## config.mk

```make
export PLATFORM = sky130hd
export DESIGN_NAME = adcsp_core
export DESIGN_NICKNAME = d
export VERILOG_FILES = /design/src/rtl/adcsp_pkg.sv /design/src/rtl/adcsp_core.sv
export VERILOG_INCLUDE_DIRS = /design/src /design/src/rtl
export SDC_FILE = /design/constraint.sdc
export NUM_CORES = 1
export LEC_CHECK = 0
export BUFFER_PORTS_ARGS = -buffer_cell sky130_fd_sc_hd__buf_2
export CORE_UTILIZATION = 40
export DETAILED_ROUTE_END_ITERATION = 6
export PLACE_DENSITY_LB_ADDON = 0.12
export SYNTH_ARGS = -nofsm -noshare
export SYNTH_HDL_FRONTEND = slang
export SYNTH_SLANG_ARGS = --single-unit
```

## constraint.sdc

```tcl
create_clock -name clk -period 9.4 [get_ports clk]
set_clock_uncertainty 0.1 [all_clocks]
set_input_delay 0.94 -clock clk [delete_from_list [all_inputs] [get_ports clk]]
set_output_delay 0.94 -clock clk [all_outputs]
set_load 0.02 [all_outputs]
```

## src/rtl/adcsp_cfg.svh

```systemverilog
// Purpose: constants for the converter serial port and power control
// Assumes: included by the design file only
// Notes: edge numbers count from 1 after the chip-select fall
`ifndef ADCSP_CFG_SVH
`define ADCSP_CFG_SVH
`define ADCSP_FRAME_EDGES 5'd16
`define ADCSP_TRACK_EDGE 5'd14
`define ADCSP_CTRL_EDGE 5'd15
`define ADCSP_AUX_EDGE 5'd11
`define ADCSP_SEL_CTRL 3'h0
`define ADCSP_SEL_RANGE_A 3'h1
`define ADCSP_SEL_RANGE_B 3'h2
`define ADCSP_SEL_SEQ 3'h3
`define ADCSP_CTRL_RESET 12'h000
`define ADCSP_AUX_RESET 7'h00
`define ADCSP_CHAN_HI 9
`define ADCSP_CHAN_LO 7
`define ADCSP_PMH_BIT 5
`define ADCSP_PML_BIT 4
`define ADCSP_REF_BIT 2
`define ADCSP_WEAK_BIT 1
`define ADCSP_PM_NORMAL 2'h0
`define ADCSP_PM_AUTOSTBY 2'h1
`define ADCSP_PM_AUTOSHDN 2'h2
`define ADCSP_PM_FULL 2'h3
`define ADCSP_CLK_NS 100
`define ADCSP_PWRUP_NS 700
`define ADCSP_PWRUP_CYC ((`ADCSP_PWRUP_NS + `ADCSP_CLK_NS - 1) / `ADCSP_CLK_NS)
`define ADCSP_FIFO_DEPTH 8
`define ADCSP_FIFO_WIDTH 16
`endif

```

## src/rtl/adcsp_pkg.sv

```systemverilog
// Purpose: types shared by the serial port design and its bench
// Assumes: nothing
// Notes: result word is the sixteen bits sent out in a frame
package adcsp_pkg;
   // Output frame word, sent msb first
   typedef struct packed {
      logic [2:0] chan;
      logic sign;
      logic [11:0] mag;
   } adcsp_result_s;
   // Register contents seen from outside
   typedef struct packed {
      logic [6:0] seq;
      logic [6:0] range_b;
      logic [6:0] range_a;
      logic [11:0] ctrl;
   } adcsp_regs_s;
   // Power and track-and-hold status
   typedef struct packed {
      logic standby;
      logic shutdown;
      logic powering_up;
      logic hold;
      logic ref_on;
   } adcsp_power_s;
   typedef enum logic [1:0] {
      ADCSP_IDLE = 2'b00,
      ADCSP_FRAME = 2'b01,
      ADCSP_DONE = 2'b10
   } adcsp_state_e;
endpackage

```

## src/rtl/adcsp_core.sv

```systemverilog
// Purpose: serial frame, register writes and power modes of the converter
// Assumes: serial clock idles high when chip select falls
// Notes: results arrive from the analog side through a small FIFO
// Function
// RULE1 - Autostandby powers down part of the core, reference stays on.
// RULE2 - Host sets reference bit when using autostandby.
// RULE3 - Enter standby on 15th rising edge after selecting autostandby.
// RULE4 - Standby keeps registers, lasts until chip select rises, then powers up.
// RULE5 - Chip select rise ending standby returns track-and-hold to tracking.
// RULE6 - Host waits 700 ns after wake before next chip select fall.
// RULE7 - After each conversion in autostandby, standby again on 15th rise.
// RULE8 - Serial clock is conversion clock and shift clock.
// RULE9 - Chip select fall: hold, sample, drive output line.
// RULE10 - Conversion takes 16 serial clocks; host supplies all of them.
// RULE11 - Track on 14th rising edge, release output on 16th falling edge.
// RULE12 - Early chip select rise aborts and floats output.
// RULE13 - Input sampled on falling edges; first three bits select register. Code takes the first bit as write bit, the next three as select.
// RULE14 - Control register loads on 15th rising edge.
// RULE15 - Sequence and range registers load on 11th falling edge.
// RULE16 - Output: three channel bits, sign bit, 12-bit magnitude.
// RULE17 - Weak-drive bit parks output at next frame's first channel bit.
// RULE18 - Write happens only when frame's write bit is set.
// RULE19 - Power bits: 00 normal, 11 full shutdown, 10 autoshutdown.
// RULE20 - Chip select high, weak clear: output floats, clock ignored.
// RULE21 - Channel bits name the conversion whose result follows.
`timescale 1ns/100ps

////////////////////////////////////////////////////////////////////////////////
// Result FIFO between analog side and serial port
module adcsp_fifo #(
   parameter int WIDTH = 16,
   parameter int DEPTH = 8
) (
   // Clock and reset
   input wire logic clk,
   input wire logic rst_b,
   // Filling side
   input wire logic in_valid,
   output logic in_ready,
   input wire logic [WIDTH-1:0] in_data,
   // Draining side
   output logic out_valid,
   input wire logic out_ready,
   output logic [WIDTH-1:0] out_data
);
   localparam int AW = $clog2(DEPTH);
   logic [WIDTH-1:0] mem [DEPTH];
   logic [AW-1:0] wr_ptr;
   logic [AW-1:0] rd_ptr;
   logic [AW:0] count;
   logic push;
   logic pop;

   // Handshake terms
   assign in_ready = count != (AW+1)'(DEPTH);
   assign out_valid = count != '0;
   assign push = in_valid && in_ready;
   assign pop = out_valid && out_ready;
   assign out_data = mem[rd_ptr];

   // Storage
   always_ff @(posedge clk) begin
      if (push) begin
         mem[wr_ptr] <= in_data;
      end
   end

   // Pointers wrap because depth is a power of two
   always_ff @(posedge clk) begin
      if (!rst_b) begin
         wr_ptr <= '0;
         rd_ptr <= '0;
      end else begin
         if (push) begin
            wr_ptr <= wr_ptr + AW'(1);
         end
         if (pop) begin
            rd_ptr <= rd_ptr + AW'(1);
         end
      end
   end

   // Fill level
   always_ff @(posedge clk) begin
      if (!rst_b) begin
         count <= '0;
      end else if (push && !pop) begin
         count <= count + (AW+1)'(1);
      end else if (pop && !push) begin
         count <= count - (AW+1)'(1);
      end
   end
endmodule // adcsp_fifo

////////////////////////////////////////////////////////////////////////////////
// Serial port and power control
`include "adcsp_cfg.svh"
module adcsp_core (
   // Clock and reset
   input wire logic clk,
   input wire logic rst_b,
   // Serial pins
   input wire logic cs_b,
   input wire logic sclk,
   input wire logic din,
   output logic dout,
   output logic dout_oe_b,
   output logic dout_weak,
   // Analog side
   input wire logic res_valid,
   output logic res_ready,
   input wire adcsp_pkg::adcsp_result_s res_word,
   output logic sample_pulse,
   output logic [2:0] sample_chan,
   // Status
   output adcsp_pkg::adcsp_regs_s regs,
   output adcsp_pkg::adcsp_power_s power
);
   import adcsp_pkg::*;

   // Edge number test, used for every edge-timed event
   function automatic logic nth(input logic [4:0] cnt, input logic [4:0] n);
      return (cnt + 5'd1) == n;
   endfunction

   logic cs_s1, cs_s2, cs_s3;
   logic sclk_s1, sclk_s2, sclk_s3;
   logic din_s1, din_s2;
   logic cs_fall, cs_rise, sclk_fall, sclk_rise;
   adcsp_state_e state, next_state;
   logic [4:0] fall_cnt, rise_cnt;
   logic f_ev, r_ev, r15, load_ctrl, f11, weak_sel;
   logic [15:0] shreg, tx_sr;
   logic [11:0] ctrl, ctrl_data;
   logic [10:0] aux_v;
   logic [6:0] range_a, range_b, seq;
   logic [1:0] pm_eff;
   logic standby, autoshdn, full_shdn, hold;
   logic [3:0] pwrup_cnt;
   logic fifo_valid, fifo_pop;
   logic [15:0] fifo_head;

   ////////////////////////////////////////////////////////////////////////////
   // Pin synchronisers; third stage only feeds edge detection
   always_ff @(posedge clk) begin
      if (!rst_b) begin
         cs_s1 <= 1'b1;
         cs_s2 <= 1'b1;
         cs_s3 <= 1'b1;
         sclk_s1 <= 1'b1;
         sclk_s2 <= 1'b1;
         sclk_s3 <= 1'b1;
         din_s1 <= 1'b0;
         din_s2 <= 1'b0;
      end else begin
         cs_s1 <= cs_b;
         cs_s2 <= cs_s1;
         cs_s3 <= cs_s2;
         sclk_s1 <= sclk;
         sclk_s2 <= sclk_s1;
         sclk_s3 <= sclk_s2;
         din_s1 <= din;
         din_s2 <= din_s1;
      end
   end

   // Serial clock edges drive all shifting and conversion steps [RULE8]
   assign cs_fall = cs_s3 && !cs_s2;
   assign cs_rise = !cs_s3 && cs_s2;
   assign sclk_fall = sclk_s3 && !sclk_s2;
   assign sclk_rise = !sclk_s3 && sclk_s2;
   // Edges only count inside a frame with chip select low [RULE20]
   assign f_ev = (state == ADCSP_FRAME) && sclk_fall && !cs_rise;
   assign r_ev = (state == ADCSP_FRAME) && sclk_rise && !cs_rise;

   ////////////////////////////////////////////////////////////////////////////
   // Frame sequencing
   always_comb begin
      next_state = state;
      unique case (state)
         ADCSP_IDLE: if (cs_fall) next_state = ADCSP_FRAME;
         ADCSP_FRAME: begin
            if (cs_rise) begin
               next_state = ADCSP_IDLE; // [RULE12]
            end else if (f_ev && nth(fall_cnt, `ADCSP_FRAME_EDGES)) begin
               next_state = ADCSP_DONE; // [RULE10]
            end
         end
         ADCSP_DONE: if (cs_rise) next_state = ADCSP_IDLE;
         default: next_state = ADCSP_IDLE;
      endcase
   end

   always_ff @(posedge clk) begin
      if (!rst_b) begin
         state <= ADCSP_IDLE;
      end else begin
         state <= next_state;
      end
   end

   // Edge counters, cleared at frame start
   always_ff @(posedge clk) begin
      if (!rst_b || cs_fall) begin
         fall_cnt <= 5'd0;
         rise_cnt <= 5'd0;
      end else begin
         if (f_ev) fall_cnt <= fall_cnt + 5'd1;
         if (r_ev) rise_cnt <= rise_cnt + 5'd1;
      end
   end

   ////////////////////////////////////////////////////////////////////////////
   // Input shift on falling edges, msb first [RULE13]
   always_ff @(posedge clk) begin
      if (!rst_b || cs_fall) begin
         shreg <= 16'h0000;
      end else if (f_ev) begin
         shreg <= {shreg[14:0], din_s2};
      end
   end

   // Eleven bits at the 11th fall: write, select, seven data bits
   assign aux_v = {shreg[9:0], din_s2};
   assign f11 = f_ev && nth(fall_cnt, `ADCSP_AUX_EDGE) && aux_v[10]; // [RULE18]
   // Last data bit is not yet clocked at the 15th rise, so the line is taken
   assign ctrl_data = {shreg[10:0], din_s2};
   assign r15 = r_ev && nth(rise_cnt, `ADCSP_CTRL_EDGE);
   assign load_ctrl = r15 && shreg[14] && (shreg[13:11] == `ADCSP_SEL_CTRL); // [RULE18]

   // Control register [RULE14]
   always_ff @(posedge clk) begin
      if (!rst_b) begin
         ctrl <= `ADCSP_CTRL_RESET;
      end else if (load_ctrl) begin
         ctrl <= ctrl_data;
      end
   end

   // Sequence and range registers [RULE15]
   always_ff @(posedge clk) begin
      if (!rst_b) begin
         range_a <= `ADCSP_AUX_RESET;
         range_b <= `ADCSP_AUX_RESET;
         seq <= `ADCSP_AUX_RESET;
      end else if (f11) begin
         if (aux_v[9:7] == `ADCSP_SEL_RANGE_A) range_a <= aux_v[6:0];
         if (aux_v[9:7] == `ADCSP_SEL_RANGE_B) range_b <= aux_v[6:0];
         if (aux_v[9:7] == `ADCSP_SEL_SEQ) seq <= aux_v[6:0];
      end
   end

   assign regs = '{seq: seq, range_b: range_b, range_a: range_a, ctrl: ctrl};
   assign weak_sel = ctrl[`ADCSP_WEAK_BIT];

   ////////////////////////////////////////////////////////////////////////////
   // Power mode as it stands after this frame's control write [RULE19]
   assign pm_eff = load_ctrl ? {ctrl_data[`ADCSP_PMH_BIT], ctrl_data[`ADCSP_PML_BIT]}
                             : {ctrl[`ADCSP_PMH_BIT], ctrl[`ADCSP_PML_BIT]};

   // Auto modes enter at the 15th rise of every frame, leave on chip select rise
   always_ff @(posedge clk) begin
      if (!rst_b) begin
         standby <= 1'b0;
         autoshdn <= 1'b0;
      end else if (cs_rise) begin
         standby <= 1'b0; // [RULE4]
         autoshdn <= 1'b0;
      end else if (r15) begin
         standby <= pm_eff == `ADCSP_PM_AUTOSTBY; // [RULE3] [RULE7]
         autoshdn <= pm_eff == `ADCSP_PM_AUTOSHDN;
      end
   end

   // Full shutdown follows the bits, so it only changes at a control write
   always_ff @(posedge clk) begin
      if (!rst_b) begin
         full_shdn <= 1'b0;
      end else if (r15) begin
         full_shdn <= pm_eff == `ADCSP_PM_FULL;
      end
   end

   // Wake timer; the host must not start a conversion meanwhile [RULE6]
   always_ff @(posedge clk) begin
      if (!rst_b) begin
         pwrup_cnt <= 4'h0;
      end else if (cs_rise && standby) begin
         pwrup_cnt <= 4'(`ADCSP_PWRUP_CYC); // [RULE4]
      end else if (pwrup_cnt != 4'h0) begin
         pwrup_cnt <= pwrup_cnt - 4'h1;
      end
   end

   // Track-and-hold: hold at frame start and from the 15th rise of a power-down frame until chip select rises
   always_ff @(posedge clk) begin
      if (!rst_b) begin
         hold <= 1'b0;
      end else if (cs_rise) begin
         hold <= 1'b0; // [RULE5]
      end else if (cs_fall && state == ADCSP_IDLE) begin
         hold <= 1'b1; // [RULE9]
      end else if (r15 && pm_eff != `ADCSP_PM_NORMAL) begin
         hold <= 1'b1;
      end else if (r_ev && nth(rise_cnt, `ADCSP_TRACK_EDGE)) begin
         hold <= 1'b0; // [RULE11]
      end
   end

   // Reference follows its control bit in standby, always down when shut down [RULE1]
   assign power = '{standby: standby, shutdown: full_shdn || autoshdn,
                    powering_up: pwrup_cnt != 4'h0, hold: hold,
                    ref_on: ctrl[`ADCSP_REF_BIT] && !full_shdn && !autoshdn};

   ////////////////////////////////////////////////////////////////////////////
   // Sample request to the analog side at each conversion start
   always_ff @(posedge clk) begin
      if (!rst_b) begin
         sample_pulse <= 1'b0;
         sample_chan <= 3'h0;
      end else begin
         sample_pulse <= cs_fall && state == ADCSP_IDLE; // [RULE9]
         if (cs_fall) sample_chan <= ctrl[`ADCSP_CHAN_HI:`ADCSP_CHAN_LO];
      end
   end

   // Results queue up; a slow host stalls the analog side through res_ready
   assign fifo_pop = cs_fall && state == ADCSP_IDLE;
   adcsp_fifo #(
      .WIDTH(`ADCSP_FIFO_WIDTH),
      .DEPTH(`ADCSP_FIFO_DEPTH)
   ) u_fifo (
      .clk(clk),
      .rst_b(rst_b),
      .in_valid(res_valid),
      .in_ready(res_ready),
      .in_data(res_word),
      .out_valid(fifo_valid),
      .out_ready(fifo_pop),
      .out_data(fifo_head)
   );

   ////////////////////////////////////////////////////////////////////////////
   // Output shift: tagged word, one bit per falling edge [RULE16] [RULE21]
   always_ff @(posedge clk) begin
      if (!rst_b) begin
         tx_sr <= 16'h0000;
         dout <= 1'b0;
      end else if (fifo_pop) begin
         tx_sr <= {(fifo_valid ? fifo_head[14:0] : 15'h0000), 1'b0};
         dout <= fifo_valid && fifo_head[15];
      end else if (f_ev) begin
         tx_sr <= {tx_sr[14:0], 1'b0};
         dout <= tx_sr[15];
      end else if (state != ADCSP_FRAME) begin
         dout <= fifo_valid && fifo_head[15]; // [RULE17]
      end
   end

   // Drive control; weak parking replaces the float when selected
   always_ff @(posedge clk) begin
      if (!rst_b) begin
         dout_oe_b <= 1'b1;
         dout_weak <= 1'b0;
      end else if (fifo_pop) begin
         dout_oe_b <= 1'b0; // [RULE9]
         dout_weak <= 1'b0;
      end else if (cs_rise || (f_ev && nth(fall_cnt, `ADCSP_FRAME_EDGES))) begin
         dout_oe_b <= !weak_sel; // [RULE11] [RULE12]
         dout_weak <= weak_sel; // [RULE17]
      end else if (state != ADCSP_FRAME) begin
         dout_oe_b <= !weak_sel; // [RULE20]
         dout_weak <= weak_sel;
      end
   end

   ////////////////////////////////////////////////////////////////////////////
   // Checks
   property p_start;
      @(posedge clk) disable iff (!rst_b)
      fifo_pop |=> power.hold && !dout_oe_b && state == ADCSP_FRAME ##1 power.hold;
   endproperty
   a_start: assert property (p_start) else $error("frame start did not hold and drive"); // [RULE9]

   property p_track;
      @(posedge clk) disable iff (!rst_b)
      r_ev && nth(rise_cnt, `ADCSP_TRACK_EDGE) |=> !power.hold;
   endproperty
   a_track: assert property (p_track) else $error("no tracking after 14th rise"); // [RULE11]

   property p_end;
      @(posedge clk) disable iff (!rst_b)
      f_ev && nth(fall_cnt, `ADCSP_FRAME_EDGES) && !weak_sel |=> dout_oe_b && state == ADCSP_DONE;
   endproperty
   a_end: assert property (p_end) else $error("output not released at 16th fall"); // [RULE10]

   property p_abort;
      @(posedge clk) disable iff (!rst_b)
      cs_rise && state == ADCSP_FRAME && !weak_sel |=> dout_oe_b && state == ADCSP_IDLE;
   endproperty
   a_abort: assert property (p_abort) else $error("abort did not float output"); // [RULE12]

   property p_ctrl;
      @(posedge clk) disable iff (!rst_b)
      load_ctrl |=> regs.ctrl == $past(ctrl_data);
   endproperty
   a_ctrl: assert property (p_ctrl) else $error("control register not loaded"); // [RULE14]

   property p_seq;
      @(posedge clk) disable iff (!rst_b)
      f11 && aux_v[9:7] == `ADCSP_SEL_SEQ |=> regs.seq == $past(aux_v[6:0]);
   endproperty
   a_seq: assert property (p_seq) else $error("sequence register not loaded"); // [RULE15]

   property p_nowrite;
      @(posedge clk) disable iff (!rst_b)
      !load_ctrl |=> $stable(regs.ctrl);
   endproperty
   a_nowrite: assert property (p_nowrite) else $error("control changed without write"); // [RULE18]

   property p_stby;
      @(posedge clk) disable iff (!rst_b)
      r15 && pm_eff == `ADCSP_PM_AUTOSTBY |=> power.standby && power.hold && power.ref_on == ctrl[`ADCSP_REF_BIT];
   endproperty
   a_stby: assert property (p_stby) else $error("standby not entered at 15th rise"); // [RULE3]

   property p_wake;
      @(posedge clk) disable iff (!rst_b)
      power.standby && cs_rise |=> !power.standby && !power.hold && power.powering_up[*7] ##1 !power.powering_up;
   endproperty
   a_wake: assert property (p_wake) else $error("wake from standby wrong"); // [RULE5]

   property p_tag;
      @(posedge clk) disable iff (!rst_b)
      fifo_pop && fifo_valid |=> dout == $past(fifo_head[15]);
   endproperty
   a_tag: assert property (p_tag) else $error("first bit is not channel msb"); // [RULE21]

   property p_weak;
      @(posedge clk) disable iff (!rst_b)
      state == ADCSP_DONE && $past(state == ADCSP_DONE) && weak_sel |-> !dout_oe_b && dout_weak;
   endproperty
   a_weak: assert property (p_weak) else $error("weak parking missing"); // [RULE17]
endmodule // adcsp_core

```

**Word level (Yosys, flattened, before mapping)**

Memory sizes are Yosys's and may differ from the RTL's. A register that Yosys moved wholly into a read port is not among the register bits.
Index checks and enable logic that the tools add are counted.

- Bits in registers: 108
- Bits in latches: 0
- Bits in writable memories: 128
- ROM bits: 0
- Bits of input ports: 22
- Output and inout port bits: 46
- Logic and storage cells: 143
- Memories kept: 1

- Add/subtract/negate cells: 7
- $mul: 0
- Divide/modulo/power cells: 0
- Magnitude comparators: 0
- Eq/ne operators: 17
- Shifts and indexed selects: 0
- Mux-type cells: 28
- Bitwise operators: 1
- Reductions and logical operators: 58

Memory list:

| memory | words | bits a word | read ports | clocked after Yosys merged registers in | write ports | RTL line | RTL |
|---|---|---|---|---|---|---|---|
| u_fifo.mem | 8 | 16 | 1 | 1 | 1 | adcsp_core.sv:47 | `logic [WIDTH-1:0] mem [DEPTH];` |

Operators by type and width:

| cell | count |
|---|---|
| $mux W16 | 2 |
| $logic_and A1 B1 Y1 | 25 |
| $eq A5 B4 Y1 const B | 3 |
| $mux W15 | 1 |
| $mux W1 | 13 |
| $mux W3 | 4 |
| $logic_not A1 Y1 | 11 |
| $add A5 B1 Y5 const B | 2 |
| $mux W2 | 5 |
| $reduce_bool A2 Y1 | 5 |
| $reduce_bool A3 Y1 | 3 |
| $mux W4 | 2 |
| $reduce_bool A4 Y1 | 2 |
| $sub A4 B1 Y4 const B | 2 |
| $add A3 B1 Y3 const B | 2 |
| $eq A2 B2 Y1 const B | 3 |
| $eq A3 B2 Y1 const B | 2 |
| $pmux W2 S3 | 1 |
| $reduce_and A2 Y1 | 3 |
| $reduce_or A2 Y1 | 3 |
| $eq A5 B5 Y1 const B | 1 |
| $add A4 B1 Y4 const B | 1 |
| $eq A2 B1 Y1 const B | 2 |
| $ne A2 B2 Y1 const B | 2 |
| other kinds (9) | 11 |

**Depth between registers and ports, before layout**

Gate-level depths: netlist of run 1.

- Word-level depth: 12
- Gate-level depth with buffers: 14
- Gate-level depth less buffers: 12

**Modules after synthesis**

Synthesis of run 1 repeated with hierarchy kept, for this count alone.

- Cell total of the unflattened synthesis: 692
- Area, all modules: 9613.0 um2

By module, submodules not included:

| module | times used | cells each | area an instance (um2) | seq. area each (um2) |
|---|---|---|---|---|
| adcsp_fifo | 1 | 258 | 5587.9 | 4103.9 |
| adcsp_core | 1 | 434 | 4025.1 | 1961.9 |

**Worst setup path before layout of run 1**

OpenSTA, ideal clock, no wires.

- Kind: input port to flip-flop
- From: input res_valid
- To: memory u_fifo.mem[0][0], enable pin
- Setup time: 0.430 ns
- Data arrival time: 2.629 ns
- Data required time: 8.870 ns
- Slack: 6.241 ns
- Cell stages on the path: 2
- Path buffers: 0
- Cell sequence: nand2_1 -> nor4_1

- Cells in the longest elaborated chain, start to end: 3

RTL lines:

| element | RTL line | RTL |
|---|---|---|
| start, declared | adcsp_core.sv:110 | `input wire logic res_valid,` |
| $logic_and A1 B1 Y1 | adcsp_core.sv:57 | `assign push = in_valid && in_ready;` |
| $mux W1 | adcsp_core.sv:63 | `if (push) begin` |
| $mux W1 (implied by the code) | adcsp_core.sv:64 | `mem[wr_ptr] <= in_data;` |
| end, declared | adcsp_core.sv:47 |  |

No other way between the ends.

**Worst setup path in the final report of run 1**

- From: register state[0]
- To: register u_fifo.count[3]

- Cells in the longest elaborated chain, start to end: 6
- Elaborated cells on any way between the ends: 8
- Classes of those cells: mux: 1; reduce/logical: 7

RTL lines:

| element | RTL line | RTL |
|---|---|---|
| start, declared | adcsp_core.sv:130 | `adcsp_state_e state, next_state;` |
| start signal, assigned | adcsp_core.sv:198 | `state <= next_state;` |
| $logic_not A2 Y1 (*) | adcsp_core.sv:328 | `assign fifo_pop = cs_fall && state == ADCSP_IDLE;` |
| $logic_and A1 B1 Y1 (*) | adcsp_core.sv:328 |  |
| $logic_and A1 B1 Y1 (*) | adcsp_core.sv:58 | `assign pop = out_valid && out_ready;` |
| $logic_not A1 Y1 | adcsp_core.sv:87 | `end else if (push && !pop) begin` |
| $logic_and A1 B1 Y1 | adcsp_core.sv:87 |  |
| $mux W4 / $reduce_bool A2 Y1 (equally long branches) | -- |  |
| end signal, assigned | adcsp_core.sv:88 | `count <= count + (AW+1)'(1);` |
| end signal, assigned | adcsp_core.sv:90 | `count <= count - (AW+1)'(1);` |
| end, declared | adcsp_core.sv:50 | `logic [AW:0] count;` |

Every way passes the cells marked *; elsewhere a longest branch is shown, timed or not.
A chain may end at the register's enable or synchronous reset.

==> results of run 1 <==
where the power goes:
| group | switching, mW | internal, mW | total (mW) |
|---|---|---|---|
| clock | 0.381 | 0.527 | 0.909 |
| combinational | 0.157 | 0.113 | 0.270 |
| sequential | 0.0362 | 1.16 | 1.20 |
metrics by stage:
step / util, % / instance area (um2) / power, mW / hold WS (ps)
floorplan: - / 9560 / 1.41 / 286
CTS: 46.7 / 11000 / 2.41 / 321
detailed placement: 43.5 / 10200 / 1.50 / 302
global route: 46.7 / 11000 / 2.49 / 349
global placement: 43.5 / 10200 / 1.48 / 296
finish: 46.7 / 11000 / 2.38 / 313
worst reg2reg max path, delay by kind of cell, from the launching register on:
kind | cells | cell delay, ps
compound gates | 3 | 510
xor+xnor | 1 | 90
fa+ha+maj | 2 | 490
buf+inv | 2 | 220
flops | 1 | 380
simple gates | 3 | 1710
registers in the layout, summed over array words and instances, names as in the netlist, 2 cells and up, named ones only:
signal,cells
u_fifo.wr_ptr,3
range_a,7
u_fifo.count,4
u_fifo.rd_ptr,3
pwrup_cnt,4
u_fifo.mem,128
tx_sr,15
range_b,7
seq,7
state,2
shreg,15
fall_cnt,5
sample_chan,3
rise_cnt,5
ctrl,12
kinds of logic (layout without fill, tap and decap cells):
group / Yosys count / count (layout) / share of synthesized area [%]
AOI/OAI and AO/OA: 112 / 112 / 7.58
xor gates and xnor gates: 19 / 19 / 1.74
adders and majority gates: 15 / 15 / 2.02
buffers and inverters: 56 / 134 / 2.55
DFF: 239 / 239 / 63.4
muxes: 64 / 64 / 10.9
and+or+nand+nor: 220 / 220 / 11.8
synthesized netlist by cell type (2+ instances only):
library cell	count
nand2b_1	13
clkbuf_1	28
or3_1	3
a21boi_0	6
inv_1	14
nor2b_1	10
o21ai_0	32
nand2_1	93
nor4_1	2
dfxtp_1	111
o211ai_1	3
mux2i_1	31
nand4_1	4
edfxtp_1	128
nor4_4	3
nor2_1	21
a211oi_1	2
a21oi_1	39
o311ai_0	2
and2_1	6
xor2_1	7
ha_1	13
a21o_1	2
nand3_1	34
buf_4	5
xnor2_1	12
nor3_1	11
mux4_2	32
buf_2	6
o221ai_1	14
nand3b_1	5
how the worst min path moves through the flow:
stage | end | slack (ps) | depth (start not counted)
floorplan | cs_s2 | 290 | 1
finish | sclk_s2 | 310 | 1
CTS | sclk_s2 | 320 | 1
detailed placement | sclk_s2 | 300 | 1
global route | sclk_s2 | 350 | 1
global placement | sclk_s2 | 300 | 1
cell type report:
| cell class | instances | area (um2) | area share [%] |
|---|---|---|---|
| sequential | 239 | 6070 | 55.4 |
| timing repair buffer | 74 | 388 | 3.54 |
| clock inverter | 9 | 67.6 | 0.617 |
| clock buffer | 36 | 679 | 6.20 |
| multi-input combinational | 430 | 3300 | 30.1 |
| inverter | 15 | 56.3 | 0.514 |
| tap | 319 | 399 | 3.64 |
layout by cell type (no fill, tap or decap), types with 4 or more instances in the layout:
master and count:
clkbuf_16 25, nand2_1 93, a21oi_1 39, dfxtp_1 109, o21ai_0 32, o221ai_1 14
edfxtp_1 128, nand2b_1 13, nor2b_1 10, xnor2_1 12, nand3_1 34, xor2_1 7
a21boi_0 6, mux4_2 32, ha_1 13, mux2i_1 31, buf_2 67, nand3b_1 5
and2_1 6, inv_1 14, clkinv_2 6, nor2_1 20, nor3_1 7, clkbuf_1 8
buf_4 7, nand4_1 4
per-layer routing:
| layer | part of all wire, % | up-vias | track usage [%] |
|---|---|---|---|
| met1 | 45 | 2908 | 21.5 |
| met2 | 50 | 121 | 29.5 |
| met4 | 2.4 | 0 | 4.90 |
| met3 | 3.5 | 35 | 2.22 |
| met5 | 0 | - | 0 |
| li1 | - | 2801 | - |
==> flow_summary.ini, run 1 <==
[outcome]
status = completed

[clock_tree]
cts.repair.resized = 0
cts_setup_buffers = 0
cts_tree = yes
clock_latency_ps = 510
root_buffer = clkbuf_16
path_clk_slew_ps = 60
cts_max_level = 1
clockBufferDepth = 3
cts_inserted_buffers = 25
clock_sinks = 239
postCtsHoldBufs = 0

[cells_and_area]
stdcell_count = 1122
drive_gt1_share_pct = 20.5
final_net_count = 821
antenna_cells = 0
layout-area-overhead-vs-synth_pct = 14.6
fill_cells = 2114

[route]
drc = 0
routed_wirelength_um = 19900
ant_nets = 0
vias = 5865
drt_iter0_markers = 304
avgViaCountPerCell = 5.23
wire_per_inst_um = 17.7
drtPass1Iterations = 4

[synthesis]
synth_area_per_cell_um2 = 13.2
synth_edf_count = 128
netlist_area_um2 = 9560
synth_cell_types = 64
synthTopCellsByArea = edfxtp_1 (40%), dfxtp_1 (23%), mux4_2 (7.5%), nand2_1 (3.7%), mux2i_1 (3.2%)
ys_seq_elements = 239
async_reset_ff_share_pct = 0
ys_seq_area_share_pct = 63.4
yosysWarnings = 0
netlist.area_leader.share_pct = 40.2
synth_largest_area_cell = edfxtp_1
synth_ff_type = edfxtp_1
syn-num-nets = 761
synth_cells = 725

[setup_path]
r2r.worst_path.cells = 11
crit_buf_inv = 2
timing.rr.start = state[0]
slowest_stage = or4b_1
worstSetupStartpoint = state[0]
max_stage_delay_ps = 880
crit_path_end = u_fifo.count[3]
crit_chain = or4b_1 > nor2_4 > inv_1 > ha_1 > inv_1 > ha_1 > a21o_1 > a21oi_1 > xnor2_1 > or3_1 > a21boi_0
r2r-end = u_fifo.count[3]
end_kind = register
path_depth = 11
setup.worst_path.class = register to register
cp.required_ps = 9730
cp.arrival_ps = 3920
critPathLaunchType = register
crit_fanout = 19
r2r_slack_ps = 5810
crit_family = simple AND/OR/NAND/NOR gates

[placement]
dp_hpwl_um = 12900
port_buffers = 67
dpl.cell_count = 1077
gp_congestion = 0.805
pre_cts_ws_ps = 5790

[grt]
grt-ovfl-total = 0
track_usage_pct = 16.8
grt_max_degree = 96
antenna_found_initial = 0
grt_pass1_vias = 5880
grt_pass1_wl_um = 31900

[sta]
setup_violations = 0
drv_slew = 0
rsz0062_at_grt = no
setup_tns_ps = 0
fin_crit_ps = 3590
fmax_mhz = 279
fin_ws_ps = 5810
maxSlewHeadroom_pct = 27.8
hold_viol = 0
worst_pin_slew_ps = 1080
fin_crit_sh_pct = 38.2

[power_and_ir_drop]
power_density_nw_per_um2 = 217
worst_ir_drop_vdd_uv = 118
leakage_nw = 3.79

[floorplanning]
io_pins = 68
core-area_um2 = 23500
start_util_pct = 40.7
die_x_um = 157
rows = 56
die-area_um2 = 24500
die_h_um = 157

[min_path]
min_from = sclk_s1
holdCritPathClass = register to register

[job]
drv_cap = 0
No activity file was read; power rests on OpenSTA's default activity.
==> run 2, diff against run 1 <==
ABC_AREA = 1   (was unset)
clock period = 3.7 ns   (was 9.4 ns; I/O delays follow)
==> run 2 against run 1 <==
- count of clock-buffer cells in the layout shrank 5
- combinational power increased by 120%
- register-to-register slack worse by 4600 ps
- maximum frequency increased by 44%
- cell count grew 18%
- via count is 11% higher
- sequential power increased by 150%
- first-iteration DRC count increased by 15%
- setup slack lost 4600 ps
- synthesized cell count up 26%
- non-clock buffer count grew 20
- largest power group unchanged
==> flow_summary.ini, run 2 <==
[sta]
fin_crit_sh_pct = 67.5
fmax_mhz = 401
worst_pin_slew_ps = 1050
rsz0062_at_grt = no
hold_viol = 0
drv_slew = 0
maxSlewHeadroom_pct = 30.0
setup_tns_ps = 0
setup_violations = 0
fin_crit_ps = 2500

[floorplanning]
core-area_um2 = 23500
die_x_um = 157
rows = 56
die-area_um2 = 24500
start_util_pct = 40.7
io_pins = 68
die_h_um = 157

[setup_path]
end_kind = register
crit_chain = or2_2 > nor2_1 > nand2_1 > nand2_1 > inv_1 > ha_1 > inv_1 > ha_1 > nand2_1 > nand2_1 > a21oi_1 > nor2_1 > nor2_1 > nand2_1 > o21ai_0 > a21oi_1
cp_common_cell = nand2_1
critPathLaunchType = register
crit_buf_inv = 2
setup.worst_path.class = register to register
crit_family = simple AND/OR/NAND/NOR gates
max_stage_delay_ps = 350
cp.required_ps = 4010
crit_fanout = 5
cp.arrival_ps = 2800
slowest_stage = dfxtp_1

[synthesis]
netlist_area_um2 = 9550
netlist.area_leader.share_pct = 40.3
synth_cells = 916
ys_seq_area_share_pct = 63.5
synth_largest_area_cell = edfxtp_1
yosys-top-cells-count = edfxtp_1 (128), nor2_1 (119), dfxtp_1 (111)
synth.most_common_cell = edfxtp_1
ys_seq_elements = 239
synth_ff_type = edfxtp_1
syn-num-nets = 952
async_reset_ff_share_pct = 0
synth_edf_count = 128
synth_cell_types = 38
synth_area_per_cell_um2 = 10.4
yosysWarnings = 0
synthTopCellsByArea = edfxtp_1 (40%), dfxtp_1 (23%), o21ai_0 (5.6%), nor2_1 (4.7%), a21oi_1 (3.5%)

[cells_and_area]
layout-area-overhead-vs-synth_pct = 15.9
layout_common_cells = edfxtp_1 (128), nor2_1 (119), dfxtp_1 (110)
reg_top3 = u_fifo.mem (128), shreg (15), tx_sr (15)
fill_cells = 2186
layout_commonest_cell = edfxtp_1
largest_reg_flops = 128
antenna_cells = 0
largest_register = u_fifo.mem
final_net_count = 1024
drive_gt1_share_pct = 15.3

[grt]
grt-ovfl-total = 0
grt_pass1_vias = 6202
grt_max_degree = 65
antenna_found_initial = 0
grt_pass1_wl_um = 33700
track_usage_pct = 17.9

[clock_tree]
cts_tree = yes
cts_max_level = 1
cts.repair.resized = 0
clock_sinks = 239
root_buffer = clkbuf_16
clock_latency_ps = 520
postCtsHoldBufs = 9
clockBufferDepth = 3
cts_inserted_buffers = 25
path_clk_slew_ps = 60
cts_setup_buffers = 0

[placement]
gp_congestion = 0.752
port_buffers = 67
dp_hpwl_um = 12400

[route]
avgViaCountPerCell = 4.92
ant_nets = 0
vias = 6527
drc = 0
drtPass1Iterations = 5
routed_wirelength_um = 21400
wire_per_inst_um = 16.1
drt_iter0_markers = 349

[power_and_ir_drop]
leakage_nw = 4.27
worst_ir_drop_vdd_uv = 381
power_density_nw_per_um2 = 537
finalPower_mw = 5.94

[min_path]
holdCritPathClass = input pin to register

[job]
drv_cap = 0

[outcome]
status = completed
==> run 2: where the power goes <==
| group | internal [mW] | total [mW] | switching [mW] | leakage, nW |
|---|---|---|---|---|
| Sequential | 2.92 | 2.98 | 0.0582 | 2.06 |
| Combinational | 0.204 | 0.583 | 0.379 | 1.83 |
| Clock | 1.38 | 2.37 | 0.993 | 0.376 |
==> run 2: metrics by stage <==
| step | instance area (um2) | util (%) | hold slack, ps | setup WS, ps | instances |
|---|---|---|---|---|---|
| final | 11100 | 47.1 | 18.0 | 1200 | 1326 |
| after global routing | 11100 | 47.1 | 16.6 | 879 | 1326 |
| after CTS | 11100 | 47.1 | 0.894 | 1180 | 1326 |
| after detailed placement | 10200 | 43.5 | 302 | 1210 | 1271 |
| after global placement | 10200 | 43.5 | 296 | 1240 | 1271 |
| after floorplan | 9550 | - | 290 | 1240 | 916 |
==> run 2: cell families after synthesis <==
kind of cell	after synthesis	share of synthesized area, %
simple gates	274	13.8
compound gates	247	14.3
flops	239	63.5
buf+inv	133	5.60
fa+ha+maj	14	1.91
xor+xnor	9	0.826
==> run 2: area by class of cell <==
type,count,area [um2],share of cell area [%]
timing repair buffer,94,561,5.06
inverter,84,317,2.86
tap,319,399,3.61
clock inverter,15,128,1.15
sequential,239,6070,54.8
clock buffer,31,648,5.86
multi-input combinational,544,2950,26.6
==> run 2: final timing paths <==
check                   from                to  slack, ps  depth (start not counted)
min reg2reg           din_s1            din_s2        310                          2
max reg2reg  u_fifo.count[0]   u_fifo.count[3]       1200                         16
max          u_fifo.count[0]   u_fifo.count[3]       1200                         16
min              res_word[2]  u_fifo.mem[3][2]         20                          1
==> run 2: metal layers <==
metal / vias up / GRT usage, % / part of all wire, %
met2: 114 / 31.0 / 48
met4: 0 / 4.20 / 1.7
li1: 3330 / - / -
met3: 24 / 2.82 / 3.9
met1: 3059 / 23.5 / 47
met5: - / 0 / 0
==> run 3, diff against run 2 <==
clock period = 2.3 ns   (was 3.7 ns; I/O delays follow)
==> run 3 against run 2 <==
- die area is the same
- clock power grew 63%
- register-to-register slack lost 1100 ps
- maximum frequency grew 12%
- utilization grew 1.8 points
- total power grew 65%
- combinational power grew 97%
- first-iteration DRC count grew 6.0%
- global-route usage is essentially flat
- critical path type unchanged
- largest power group unchanged
==> flow_summary.ini, run 3 (synthesized netlist as in run 2, its figures left out) <==
[setup_path]
timing.rr.start = u_fifo.count[1]
cp.arrival_ps = 2540
r2r-end = u_fifo.count[3]
cp_common_cell = nand2_2
end_kind = register
crit_path_end = u_fifo.count[3]
crit_chain = or2_4 > buf_6 > nor2_4 > nand2_2 > nand2_2 > inv_2 > ha_4 > inv_4 > ha_4 > nand2_2 > nand2_2 > a21oi_2 > nor2_1 > nor2_1 > nand2_1 > o21ai_1 > a21oi_1
cp.required_ps = 2620
critPathLaunchType = register
r2r.worst_path.cells = 17
worstSetupStartpoint = u_fifo.count[1]
slowest_stage = dfxtp_2
max_stage_delay_ps = 320
setup.worst_path.class = register to register
crit_fanout = 3
r2r_slack_ps = 70

[route]
drt_iter0_markers = 370
drtPass1Iterations = 4
ant_nets = 0
drc = 0
vias = 6736
wire_per_inst_um = 15.7
routed_wirelength_um = 21500
avgViaCountPerCell = 4.93

[power_and_ir_drop]
intPower_mw = 7.42
power_density_nw_per_um2 = 852
p_switching_mw = 2.38
power_frac_seq_pct = 48.9
switching_share_pct = 24.3
worst_ir_drop_vdd_uv = 551
combPwrFrac_pct = 11.7
finalPower_mw = 9.80
leakage_nw = 4.48
clkPwrFrac_pct = 39.3

[clock_tree]
clockBufferDepth = 3
cts_inserted_buffers = 26
root_buffer = clkbuf_16
clock_sinks = 239
path_clk_slew_ps = 60
cts_tree = yes
clock_latency_ps = 520
cts_max_level = 1

[cells_and_area]
layout_common_cells = edfxtp_1 (128), nor2_1 (117), dfxtp_1 (108)
antenna_cells = 0
drive_gt1_share_pct = 18.7
largest_register = u_fifo.mem
largest_reg_flops = 128
layout-area-overhead-vs-synth_pct = 20.5
reg_top3 = u_fifo.mem (128), shreg (15), tx_sr (15)
layout_commonest_cell = edfxtp_1
final_net_count = 1063
stdcell_count = 1366
post-route-util_pct = 49.0
fill_cells = 2195

[floorplanning]
die_h_um = 157
rows = 56
core-area_um2 = 23500
die_x_um = 157
die-area_um2 = 24500
start_util_pct = 40.7
io_pins = 68

[placement]
dp_hpwl_um = 13900
port_buffers = 67
dpl.cell_count = 1296
gp_congestion = 0.772
pre_cts_ws_ps = -33.8

[sta]
fin_ws_ps = 74.2
whs_ps = 55.2
fin_crit_ps = 2230
fin_crit_sh_pct = 96.8
worst_pin_slew_ps = 533
setup_violations = 0
hold_viol = 0
rsz0062_at_grt = yes
fmax_mhz = 449
drv_slew = 0
maxSlewHeadroom_pct = 64.5

[grt]
track_usage_pct = 17.9
grt_max_degree = 65
grt-ovfl-total = 0
antenna_found_initial = 0
grt_pass1_wl_um = 34000
grt_pass1_vias = 6413

[min_path]
holdCritPathClass = input pin to register

[job]
drv_cap = 0

[outcome]
status = completed
run 3: cell count changes in the layout (fill, tap and decap cells not counted), moves of 3 or more:
cell	delta
nand2_1	-4
buf_12	+3
clkbuf_8	+3
dlygate4sd3_1	+11
buf_4	+23
nand2_2	+4
run 3: metal layers:
| layer | vias up | global-route usage (%) | part of all wire (%) |
|---|---|---|---|
| li1 | 3408 | - | - |
| met5 | - | 0 | 0 |
| met4 | 0 | 5.37 | 2.3 |
| met1 | 3174 | 23.0 | 46 |
| met3 | 42 | 2.49 | 3.3 |
| met2 | 112 | 31.4 | 48 |
run 3: layout make-up:
cell class | instances | area, um2 | share of cell area (%)
timing repair buffer | 132 | 915 | 7.95
tap | 319 | 399 | 3.47
multi-input combinational | 544 | 3000 | 26.1
inverter | 84 | 319 | 2.77
clock inverter | 8 | 37.5 | 0.326
sequential | 239 | 6070 | 52.8
clock buffer | 40 | 757 | 6.58
run 3: power by group through the flow:
stage	logic, mW	registers, mW	clock network [mW]
2_1_floorplan	0.667	4.88	0
3_3_place_gp	1.05	4.88	0
3_5_place_dp	1.07	4.88	0
4_1_cts	1.11	4.79	3.96
5_1_grt	1.29	4.81	4.13
6_report	1.15	4.80	3.86
run 3: how the worst min path moves through the flow:
stage | startpoint | to | slack, ps | cells past startpoint
after global placement | sclk_s1 | sclk_s2 | 300 | 1
after global routing | rst_b | ctrl[5] | 70 | 3
final | rst_b | ctrl[5] | 60 | 3
after detailed placement | sclk_s1 | sclk_s2 | 300 | 1
after floorplan | din | din_s1 | 230 | 2
after CTS | rst_b | ctrl[5] | 30 | 3
run 3: repair_timing:
item                                   CTS  global route
buffers inserted                         0             2
setup endpoints to repair                2             2
pin swaps                                1            10
hold buffers                            20             0
endpoints found under the hold margin  132             0
gates resized for setup                  2            12
run 3: metrics by stage:
| step | setup TNS (ps) | cell area (um2) |
|---|---|---|
| 6_report | 0 | 11500 |
| 5_1_grt | -97.3 | 11500 |
| 4_1_cts | 0 | 11400 |
| 3_5_place_dp | -33.8 | 10400 |
| 3_3_place_gp | -22.0 | 10400 |
| 2_1_floorplan | 0 | 9560 |
run 3: worst max-delay path, delay by kind of cell, from the launching register on:
family / cells / cell delay (ps)
AOI/OAI and AO/OA: 3 / 310
DFF: 1 / 320
and+or+nand+nor: 9 / 810
adders and majority gates: 2 / 350
buffers and inverters: 3 / 230
